==> src/rtl/utmsp_defines.svh <==
// Register offsets, field positions, reset values and codes for the test and status pin control block
`ifndef UTMSP_DEFINES_SVH
`define UTMSP_DEFINES_SVH

`define UTMSP_ADDR_W 7
`define UTMSP_OFF_CTRL 7'h06
`define UTMSP_CTRL_RESET 16'h0000
`define UTMSP_BIT_SUSP_EN 15
`define UTMSP_BIT_CONF_EN 14
`define UTMSP_TST_HI 2
`define UTMSP_TST_LO 0
`define UTMSP_DEVICE_STATE_FIELD_SUSP_BIT 2
`define UTMSP_DEVICE_STATE_FIELD_CONF_MASK 3'h3
`define UTMSP_RESET_HANDSHAKE_STATE_HS 2'h3
`define UTMSP_TST_NORMAL 3'h0
`define UTMSP_TST_J 3'h1
`define UTMSP_TST_K 3'h2
`define UTMSP_TST_SE0_NAK 3'h3
`define UTMSP_TST_PACKET 3'h4

`endif

==> src/rtl/utmsp_pkg.sv <==
// Types for the test and status pin control block
package utmsp_pkg;
    typedef enum logic [2:0] {
        UTMSP_MODE_NORMAL,
        UTMSP_MODE_J,
        UTMSP_MODE_K,
        UTMSP_MODE_SE0_NAK,
        UTMSP_MODE_PACKET
    } utmsp_mode_t;
endpackage

==> src/rtl/utmsp_ctrl.sv <==
// Test mode selection and suspend/configured status pin logic
`timescale 1ns/1ps
`default_nettype none
`include "utmsp_defines.svh"

module utmsp_ctrl
    import utmsp_pkg::*;
(
    input wire logic i_ref_clk,
    input wire logic i_reset_n,
    input wire logic i_sw_reset,
    input wire logic i_cs,
    input wire logic i_wr,
    input wire logic i_rd,
    input wire logic [`UTMSP_ADDR_W-1:0] i_addr,
    input wire logic [15:0] i_wdata,
    input wire logic [2:0] i_device_state_field,
    input wire logic [1:0] i_reset_handshake_state,
    output logic [15:0] o_rdata,
    output logic o_suspend_indicator_pin,
    output logic o_suspend_indicator_pin_oe_n,
    output logic o_configured_indicator_pin,
    output logic o_configured_indicator_pin_oe_n,
    output var utmsp_mode_t o_test_mode
);

    // ------------------------------------------------------------
    // Control register
    // ------------------------------------------------------------
    logic suspend_pin_enable_r, suspend_pin_enable_nxt;
    logic configured_pin_enable_r, configured_pin_enable_nxt;
    logic [2:0] test_select_r, test_select_nxt;
    logic [15:0] rdata_r, rdata_nxt;
    logic hit;

    // Register reset image, fields picked from it by position
    localparam logic [15:0] ctrl_reset_val = `UTMSP_CTRL_RESET;

    assign hit = i_cs && (i_addr == `UTMSP_OFF_CTRL);

    // Register write and read data
    always_comb
    begin
        suspend_pin_enable_nxt = suspend_pin_enable_r;
        configured_pin_enable_nxt = configured_pin_enable_r;
        test_select_nxt = test_select_r;
        rdata_nxt = 16'h0000;
        if (i_sw_reset)
        begin
            suspend_pin_enable_nxt = ctrl_reset_val[`UTMSP_BIT_SUSP_EN];
            configured_pin_enable_nxt = ctrl_reset_val[`UTMSP_BIT_CONF_EN];
            test_select_nxt = ctrl_reset_val[`UTMSP_TST_HI:`UTMSP_TST_LO];
        end
        else if (hit && i_wr)
        begin
            suspend_pin_enable_nxt = i_wdata[`UTMSP_BIT_SUSP_EN];
            configured_pin_enable_nxt = i_wdata[`UTMSP_BIT_CONF_EN];
            test_select_nxt = i_wdata[`UTMSP_TST_HI:`UTMSP_TST_LO];
        end
        if (hit && i_rd)
        begin
            rdata_nxt[`UTMSP_BIT_SUSP_EN] = suspend_pin_enable_r;
            rdata_nxt[`UTMSP_BIT_CONF_EN] = configured_pin_enable_r;
            rdata_nxt[`UTMSP_TST_HI:`UTMSP_TST_LO] = test_select_r;
        end
    end

    // Register state, cleared by hardware or software reset, never by bus reset
    always_ff @(posedge i_ref_clk or negedge i_reset_n)
    begin
        if (!i_reset_n)
        begin
            suspend_pin_enable_r <= ctrl_reset_val[`UTMSP_BIT_SUSP_EN];
            configured_pin_enable_r <= ctrl_reset_val[`UTMSP_BIT_CONF_EN];
            test_select_r <= `UTMSP_TST_NORMAL;
            rdata_r <= `UTMSP_CTRL_RESET;
        end
        else
        begin
            suspend_pin_enable_r <= suspend_pin_enable_nxt;
            configured_pin_enable_r <= configured_pin_enable_nxt;
            test_select_r <= test_select_nxt;
            rdata_r <= rdata_nxt;
        end
    end

    assign o_rdata = rdata_r;

    // ------------------------------------------------------------
    // Status pins and test mode
    // ------------------------------------------------------------
    logic susp_pin_nxt, susp_oe_n_nxt, conf_pin_nxt, conf_oe_n_nxt;
    logic susp_pin_r, susp_oe_n_r, conf_pin_r, conf_oe_n_r;
    logic hi_speed;
    utmsp_mode_t mode_nxt, mode_r;

    assign hi_speed = (i_reset_handshake_state == `UTMSP_RESET_HANDSHAKE_STATE_HS);

    // Pin levels and mode decode
    always_comb
    begin
        susp_oe_n_nxt = !suspend_pin_enable_r;
        susp_pin_nxt = !i_device_state_field[`UTMSP_DEVICE_STATE_FIELD_SUSP_BIT];
        conf_oe_n_nxt = !configured_pin_enable_r;
        conf_pin_nxt = !((i_device_state_field & `UTMSP_DEVICE_STATE_FIELD_CONF_MASK) == `UTMSP_DEVICE_STATE_FIELD_CONF_MASK);
        mode_nxt = UTMSP_MODE_NORMAL;
        if (hi_speed)
        begin
            unique case (test_select_r)
                `UTMSP_TST_J: mode_nxt = UTMSP_MODE_J;
                `UTMSP_TST_K: mode_nxt = UTMSP_MODE_K;
                `UTMSP_TST_SE0_NAK: mode_nxt = UTMSP_MODE_SE0_NAK;
                `UTMSP_TST_PACKET: mode_nxt = UTMSP_MODE_PACKET;
                default: mode_nxt = UTMSP_MODE_NORMAL; // Normal and reserved codes
            endcase
        end
    end

    // Output flops
    always_ff @(posedge i_ref_clk or negedge i_reset_n)
    begin
        if (!i_reset_n)
        begin
            susp_pin_r <= 1'b1;
            susp_oe_n_r <= 1'b1;
            conf_pin_r <= 1'b1;
            conf_oe_n_r <= 1'b1;
            mode_r <= UTMSP_MODE_NORMAL;
        end
        else
        begin
            susp_pin_r <= susp_pin_nxt;
            susp_oe_n_r <= susp_oe_n_nxt;
            conf_pin_r <= conf_pin_nxt;
            conf_oe_n_r <= conf_oe_n_nxt;
            mode_r <= mode_nxt;
        end
    end

    assign o_suspend_indicator_pin = susp_pin_r;
    assign o_suspend_indicator_pin_oe_n = susp_oe_n_r;
    assign o_configured_indicator_pin = conf_pin_r;
    assign o_configured_indicator_pin_oe_n = conf_oe_n_r;
    assign o_test_mode = mode_r;
endmodule

`default_nettype wire

==> config.mk <==
export PLATFORM = sky130hd
export DESIGN_NAME = utmsp_ctrl
export DESIGN_NICKNAME = d
export VERILOG_FILES = /design/src/rtl/utmsp_pkg.sv /design/src/rtl/utmsp_ctrl.sv
export VERILOG_INCLUDE_DIRS = /design/src /design/src/rtl
export SDC_FILE = /design/constraint.sdc
export NUM_CORES = 1
export LEC_CHECK = 0
export BUFFER_PORTS_ARGS = -buffer_cell sky130_fd_sc_hd__buf_2
export CAP_MARGIN = 10
export CORE_MARGIN = 2
export CORE_UTILIZATION = 43
export CTS_BUF_LIST = sky130_fd_sc_hd__clkbuf_2 sky130_fd_sc_hd__clkbuf_4 sky130_fd_sc_hd__clkbuf_8
export CTS_CLUSTER_DIAMETER = 120
export CTS_CLUSTER_SIZE = 30
export DETAILED_ROUTE_END_ITERATION = 8
export PLACE_DENSITY = 0.86
export SYNTH_ARGS = -nofsm -noshare
export SYNTH_HDL_FRONTEND = slang
export SYNTH_SLANG_ARGS = --single-unit
==> constraint.sdc <==
create_clock -name i_ref_clk -period 1.3 [get_ports i_ref_clk]
set_clock_uncertainty 0.15 [all_clocks]
set_input_delay 0.13 -clock i_ref_clk [delete_from_list [all_inputs] [get_ports i_ref_clk]]
set_output_delay 0.13 -clock i_ref_clk [all_outputs]
set_load 0.05 [all_outputs]
# After elaboration in Yosys (flattened, before gate mapping)
# Cells that the tools add are included.
# word_totals
reg_bits,17
inputBits,34
# op_classes
eq_ne,7
muxes,10
n_reduce_logical,8
# ops
cell,count
2-to-1 mux 3 bit,4
case mux 3 bit (4 select lines),1
== test 7 x 3 -> 1 bit (second input constant),1
== test 3 x 2 -> 1 bit (second input constant),2
== test 2 bit (second input constant),2
logical NOT 1 bit,4
2-to-1 mux 1 bit,4
== test 3 x 1 -> 1 bit (second input constant),1
== test 3 bit (second input constant),1
logical AND 1 bit,3
2-to-1 mux 2 bit,1
nonzero test 2 bit,1

# Longest topological paths before layout
# Gate-level depths: netlist (run 1).
# logic_depth
depth_word,5
ltp_mapped,4
ltp_nobuf,3

# Worst setup path before layout (run 1)
# OpenSTA, ideal clock, no wires.
# synth_path
path_kind,in2reg
from,input port i_addr[5]
to,register suspend_pin_enable_r
setup_ns,0.135
t_arrival_ns,0.827
required_ns,1.015
setup_slack_ns,0.188
path_stages,3
path_cell_list,nor4b_4 and3_4 o31ai_1
# synth_via
elab_chain_cells,4
# synth_rtl
element,line_no,text
"start, declared",utmsp_ctrl.sv:15,"input wire logic [`UTMSP_ADDR_W-1:0] i_addr,"
== test 7 x 3 -> 1 bit (no line),n/a,
logical AND 1 bit,utmsp_ctrl.sv:39,assign hit = i_cs && (i_addr == `UTMSP_OFF_CTRL);
logical AND 1 bit,utmsp_ctrl.sv:54,else if (hit && i_wr)
nonzero test 2 bit (no line),n/a,
"end signal, assigned",utmsp_ctrl.sv:73,suspend_pin_enable_r <= ctrl_reset_val[`UTMSP_BIT_SUSP_EN];
"end signal, assigned",utmsp_ctrl.sv:80,suspend_pin_enable_r <= suspend_pin_enable_nxt;
"end, declared",utmsp_ctrl.sv:30,"logic suspend_pin_enable_r, suspend_pin_enable_nxt;"
# No other way between the ends.
# A chain may end at the register's enable or synchronous reset.

# Final worst setup path (run 1)
# layout_path
from,"register conf_pin_r, in the netlist o_configured_indicator_pin"
to,output port o_configured_indicator_pin
# layout_rtl
element,line_no,text
"start, declared",utmsp_ctrl.sv:93,"logic susp_pin_r, susp_oe_n_r, conf_pin_r, conf_oe_n_r;"
"start signal, assigned",utmsp_ctrl.sv:134,conf_pin_r <= conf_pin_nxt;
"end, declared",utmsp_ctrl.sv:22,"output logic o_configured_indicator_pin,"
# No word-level cell between the ends.

==> impl_metrics.tcl, run 1 <==
set metrics [dict create \
    status "finished clean" \
    vias 566 \
    clock.fmax_mhz 792 \
    drt-vias-per-instance 4.49 \
    synth.distinct_cells 17 \
    root_buffer "clkbuf_4" \
    boundaryPins 57 \
    cts_tree "done" \
    clk_pin_slew_ns 0.08 \
    swShare_pct 26.0 \
    clkLatencyLatePin_ns 0.27 \
    ant_nets 0 \
    setup_viol 0 \
    setup_tns_ns 0 \
    final_common_cell "buf_2" \
    cp-end-kind "output port" \
    die_w_um 45.4 \
    dr.first_iter.drc_count 2 \
    worst_hold_slack_ns 0.0302 \
    synthesis.area_um2 738 \
    pre_cts_slack_ns 0.00883 \
    gp_congestion 0.681 \
    dr.pass1.iters 2 \
    grt_pass1_wl_um 1860 \
    grt_pass1_vias 454 \
    drive_above_1_share_pct 41.8 \
    dp_hpwl_um 905 \
    dieArea_mm2 0.00206 \
    critical_path.top_delay_family "flip-flops" \
    finalWirelength_um 1190 \
    cp_slowest_cell "dfstp_2" \
    worst_slack_ns 0.0372 \
    cts-htree-levels 1 \
    power.share.clock_pct 28.3 \
    grt_max_degree 18 \
    crit_required_ns 1.02 \
    drv_cap 0 \
    fin_nets 145 \
    hp-class "in2reg" \
    wire_per_inst_um 9.40 \
    grt_overflow_total 0 \
    grt_usage_pct 13.0 \
    p_per_area_mw_per_mm2 976 \
    diodes 0 \
    critPathMaxStageDelay_ns 0.52 \
    finalPower_mw 0.983 \
    place_area_um2 887 \
    post-route-drc-count 0 \
    crit_type "reg2out" \
    final_cell_mix "buf_2 (30), dfrtp_1 (13), conb_1 (11), dlygate4sd3_1 (8), inv_1 (6)" \
    cts_buffers 3 \
    peakVddDrop_mv 0.446 \
    synth-seq-cells 17 \
    power.switching_mw 0.255 \
    syn_inst 65 \
    area_growth_pct 36.4 \
    cp.arrival_ns 0.98 \
    p_int_mw 0.727 \
    ys_seq_area_share_pct 58.3 \
    grt_setup_unrepaired "false" \
    die_h_um 45.4 \
    path_buf_inv 1 \
    cp-start-kind "register" \
    power_frac_comb_pct 17.2 \
    layout_min_cycle_time_ns 1.26 \
    initial_core_util_pct 47.4 \
    antenna_found_initial 0 \
    rows 14 \
    crit_fanout 1 \
    hold_viol_final 0 \
    cp_cell_sequence "buf_4" \
    yosys_warnings 0 \
    leakage_nw 0.519 \
    final_cell_area_mm2 0.00101 \
    clk_path_buf_depth 2 \
    seq_power_share_pct 54.5 \
    coreArea_mm2 0.00156 \
    io_buffers 34 \
    cts.sink_count 17 \
    syn_avg_cell_area_um2 11.4 \
    finalMaxSlewViolations 0 \
    post_cts_buffers 0 \
    post-route-period-util_pct 97.1 \
]
## power groups by stage
| stage | clock network (mW) | logic (mW) | registers, mW |
|---|---|---|---|
| floorplan | 0 | 0.114 | 0.558 |
| global placement | 0 | 0.147 | 0.545 |
| detailed placement | 0 | 0.149 | 0.545 |
| CTS | 0.292 | 0.170 | 0.536 |
| global route | 0.309 | 0.182 | 0.536 |
| finish | 0.278 | 0.169 | 0.535 |
## tightest hold or removal path, stage by stage
cell	delay, ns
buf_2	0.10
nor4b_4	0.06
nand4_1	0.08
o31ai_1	0.06
## per-layer routing
layer  global-route usage, %  vias up  part of all wire (%)
met3                    2.38        4                    13
met4                    10.6        0                   2.4
met2                    19.7       41                    45
met1                    16.0      233                    39
met5                       0        -                     0
li1                        -      288                     -
## cell usage after synthesis (all sizes together)
master | number | share of area, %
nor2b | 5 | 4.2
and4bb | 1 | 1.7
conb | 1 | 0.51
o31ai | 5 | 5.1
and3 | 1 | 1.5
nor2 | 5 | 2.5
nand2 | 2 | 1.0
nor4b | 1 | 3.2
buf | 12 | 12
dfrtp | 13 | 44
dfstp | 4 | 14
nor4 | 1 | 0.85
nor3 | 2 | 1.4
nand4 | 5 | 4.2
inv | 6 | 3.1
nand3 | 1 | 0.68
## sequential cells by signal, indices dropped and copies added (netlist names)
register	cells
o_suspend_indicator_pin	1
o_configured_indicator_pin_oe_n	1
suspend_pin_enable_r	1
o_suspend_indicator_pin_oe_n	1
test_select_r	3
o_rdata	5
o_configured_indicator_pin	1
o_test_mode	3
configured_pin_enable_r	1
## timing repair
action / CTS / global route
setup endpoints to repair: 4 / 0
gates resized for setup: 4 / 0
endpoints found under the hold margin: 27 / 0
hold buffers: 8 / 0
## final cells by class
cell class | count | area (um^2)
fill | 119 | 552
sequential | 17 | 430
timing repair buffer | 43 | 268
multi-input combinational | 40 | 236
clock buffer | 4 | 30.0
inverter | 6 | 22.5
tap | 16 | 20.0
## final timing paths
path	start	endpoint	slack [ns]	depth (start not counted)
setup / recovery	o_configured_indicator_pin	o_configured_indicator_pin	0.04	1
setup reg to reg	test_select_r[2]	o_test_mode[2]	0.32	2
max in group asynchronous	i_reset_n	o_configured_indicator_pin	0.56	2
hold reg to reg	suspend_pin_enable_r	o_suspend_indicator_pin_oe_n	0.24	1
hold / removal	i_addr[5]	test_select_r[2]	0.03	4
min in group asynchronous	i_reset_n	o_test_mode[1]	0.14	2
## kinds of logic after synthesis
| logic type | after synthesis | share of synthesized area (%) |
|---|---|---|
| and+or+nand+nor | 24 | 21.4 |
| buffers and inverters | 18 | 14.7 |
| DFF | 17 | 58.3 |
| AOI/OAI and AO/OA | 5 | 5.09 |
| other | 1 | 0.508 |
## through the flow
stage | util, % | cells
2_1_floorplan | - | 75
3_3_place_gp | 56.9 | 114
3_5_place_dp | 56.9 | 114
4_1_cts | 64.6 | 126
5_1_grt | 64.6 | 126
6_report | 64.6 | 126
(Power assumes the default switching activity.)
==> inputs of run 2 (changes only) <==
- BUFFER_PORTS_ARGS: -buffer_cell sky130_fd_sc_hd__buf_2 -> unset
- CORE_UTILIZATION: 43 -> 45
- DONT_BUFFER_PORTS: unset -> 1
- PLACE_DENSITY: 0.86 -> unset
==> impl_metrics.tcl, run 2 (same netlist as run 1, synthesis figures left out) <==
set metrics [dict create \
    status "finished with violations" \
    violations "hold timing" \
    cp.arrival_ns 0.97 \
    gp_congestion 0.706 \
    largest_reg_flops 5 \
    io_buffers 0 \
    wire_per_inst_um 11.6 \
    grt_setup_unrepaired "false" \
    finalWirelength_um 1140 \
    post-route-drc-count 0 \
    hp-class "in2reg" \
    drive_above_1_share_pct 14.6 \
    p_int_mw 0.713 \
    place_area_um2 717 \
    post_cts_buffers 0 \
    cts_buffers 3 \
    post-route-util_pct 58.2 \
    seqCellArea_um2 430 \
    crit_required_ns 1.02 \
    grt_pass1_vias 417 \
    crit_type "reg2out" \
    slew-limit-headroom_pct 52.4 \
    power_frac_comb_pct 13.9 \
    clock.fmax_mhz 801 \
    cts.sink_count 17 \
    clk_pin_slew_ns 0.09 \
    multi_input_area_um2 236 \
    grt_overflow_total 0 \
    dp_hpwl_um 783 \
    worst_slew_pin_slew_ns 0.712 \
    peakVddDrop_mv 0.437 \
    area_growth_pct 20.2 \
    dr.first_iter.drc_count 7 \
    hold_viol_final 1 \
    swShare_pct 26.1 \
    cts_tree "done" \
    coreArea_mm2 0.00152 \
    initial_core_util_pct 48.4 \
    worst_hold_slack_ns -0.00122 \
    fin_nets 117 \
    cts-htree-levels 1 \
    fill_cells 138 \
    layout_min_cycle_time_ns 1.25 \
    dr.pass1.iters 3 \
    vias 472 \
    boundaryPins 57 \
    root_buffer "clkbuf_4" \
    finalMaxSlewViolations 0 \
    drt-vias-per-instance 4.82 \
    cts_resized 0 \
    clk_path_buf_depth 2 \
    leakage_nw 0.394 \
    setup_viol 0 \
    ant_nets 0 \
    cp-end-kind "output port" \
    final_common_cell "dlygate4sd3_1" \
    seq_power_share_pct 56.9 \
    die_h_um 44.5 \
    p_per_area_mw_per_mm2 1090 \
    drv_cap 0 \
    clkLatencyLatePin_ns 0.27 \
    power.share.clock_pct 29.2 \
    dieArea_mm2 0.00198 \
    post-route-period-util_pct 96.0 \
    cp-start-kind "register" \
    die_w_um 44.5 \
    grt_usage_pct 12.3 \
    final_cell_mix "dlygate4sd3_1 (14), dfrtp_1 (13), conb_1 (11), inv_1 (6)" \
    grt_max_degree 18 \
    antenna_found_initial 0 \
    grt_pass1_wl_um 1740 \
    diodes 0 \
    setup_tns_ns 0 \
    final_cell_area_um2 887 \
    rows 14 \
    power.switching_mw 0.251 \
    crit_fanout 1 \
]
run 2: changes by cell type in the layout (fill, tap and decap cells not counted):
cell and delta:
buf_2 -30, dlygate4sd3_1 +6, buf_4 -4
run 2: final cells by class:
cell class	count	area share (%)
flip-flops and latches	17	48.5
multi-input cells	40	26.7
repair buffers	15	16.6
clock buffers	4	3.39
inverters	6	2.54
well taps	16	2.26
run 2: power by group through the flow:
stage	clock network [mW]	logic (mW)	registers, mW
final	0.282	0.135	0.548
after global routing	0.316	0.144	0.549
after CTS	0.293	0.134	0.549
after detailed placement	0	0.0865	0.559
after global placement	0	0.0860	0.558
after floorplan	0	0.114	0.558
run 2: path summary, 6_finish.rpt:
kind                                                 start                               to  slack [ns]  depth (start not counted)
setup / recovery           o_configured_indicator_pin_oe_n  o_configured_indicator_pin_oe_n        0.05                          0
hold / removal                                   i_addr[5]                      o_rdata[15]      -0.001                          3
setup reg to reg                          test_select_r[2]                   o_test_mode[2]        0.32                          2
hold reg to reg                    configured_pin_enable_r  o_configured_indicator_pin_oe_n        0.24                          1
max in group asynchronous                        i_reset_n                 test_select_r[1]        0.36                          1
min in group asynchronous                        i_reset_n                      o_rdata[15]        0.19                          1
run 2: timing repair:
action,4_1_cts,5_1_grt
endpoints found under the hold margin,32,0
hold buffers,14,0
endpoints found under the setup margin,0,0
run 2: per-layer routing:
metal	part of all wire, %	up-vias	global-route usage (%)
met5	0	-	0
met2	47	31	18.6
met1	42	209	16.2
met3	9.0	2	1.22
li1	-	230	-
met4	1.7	0	9.09
run 2: through the flow:
step,cells,power (mW),worst slack [ns]
2_1_floorplan,75,0.672,0.188
5_1_grt,98,1.01,0.0254
3_5_place_dp,80,0.645,0.231
6_report,98,0.964,0.0521
4_1_cts,98,0.975,0.0409
3_3_place_gp,80,0.645,0.245
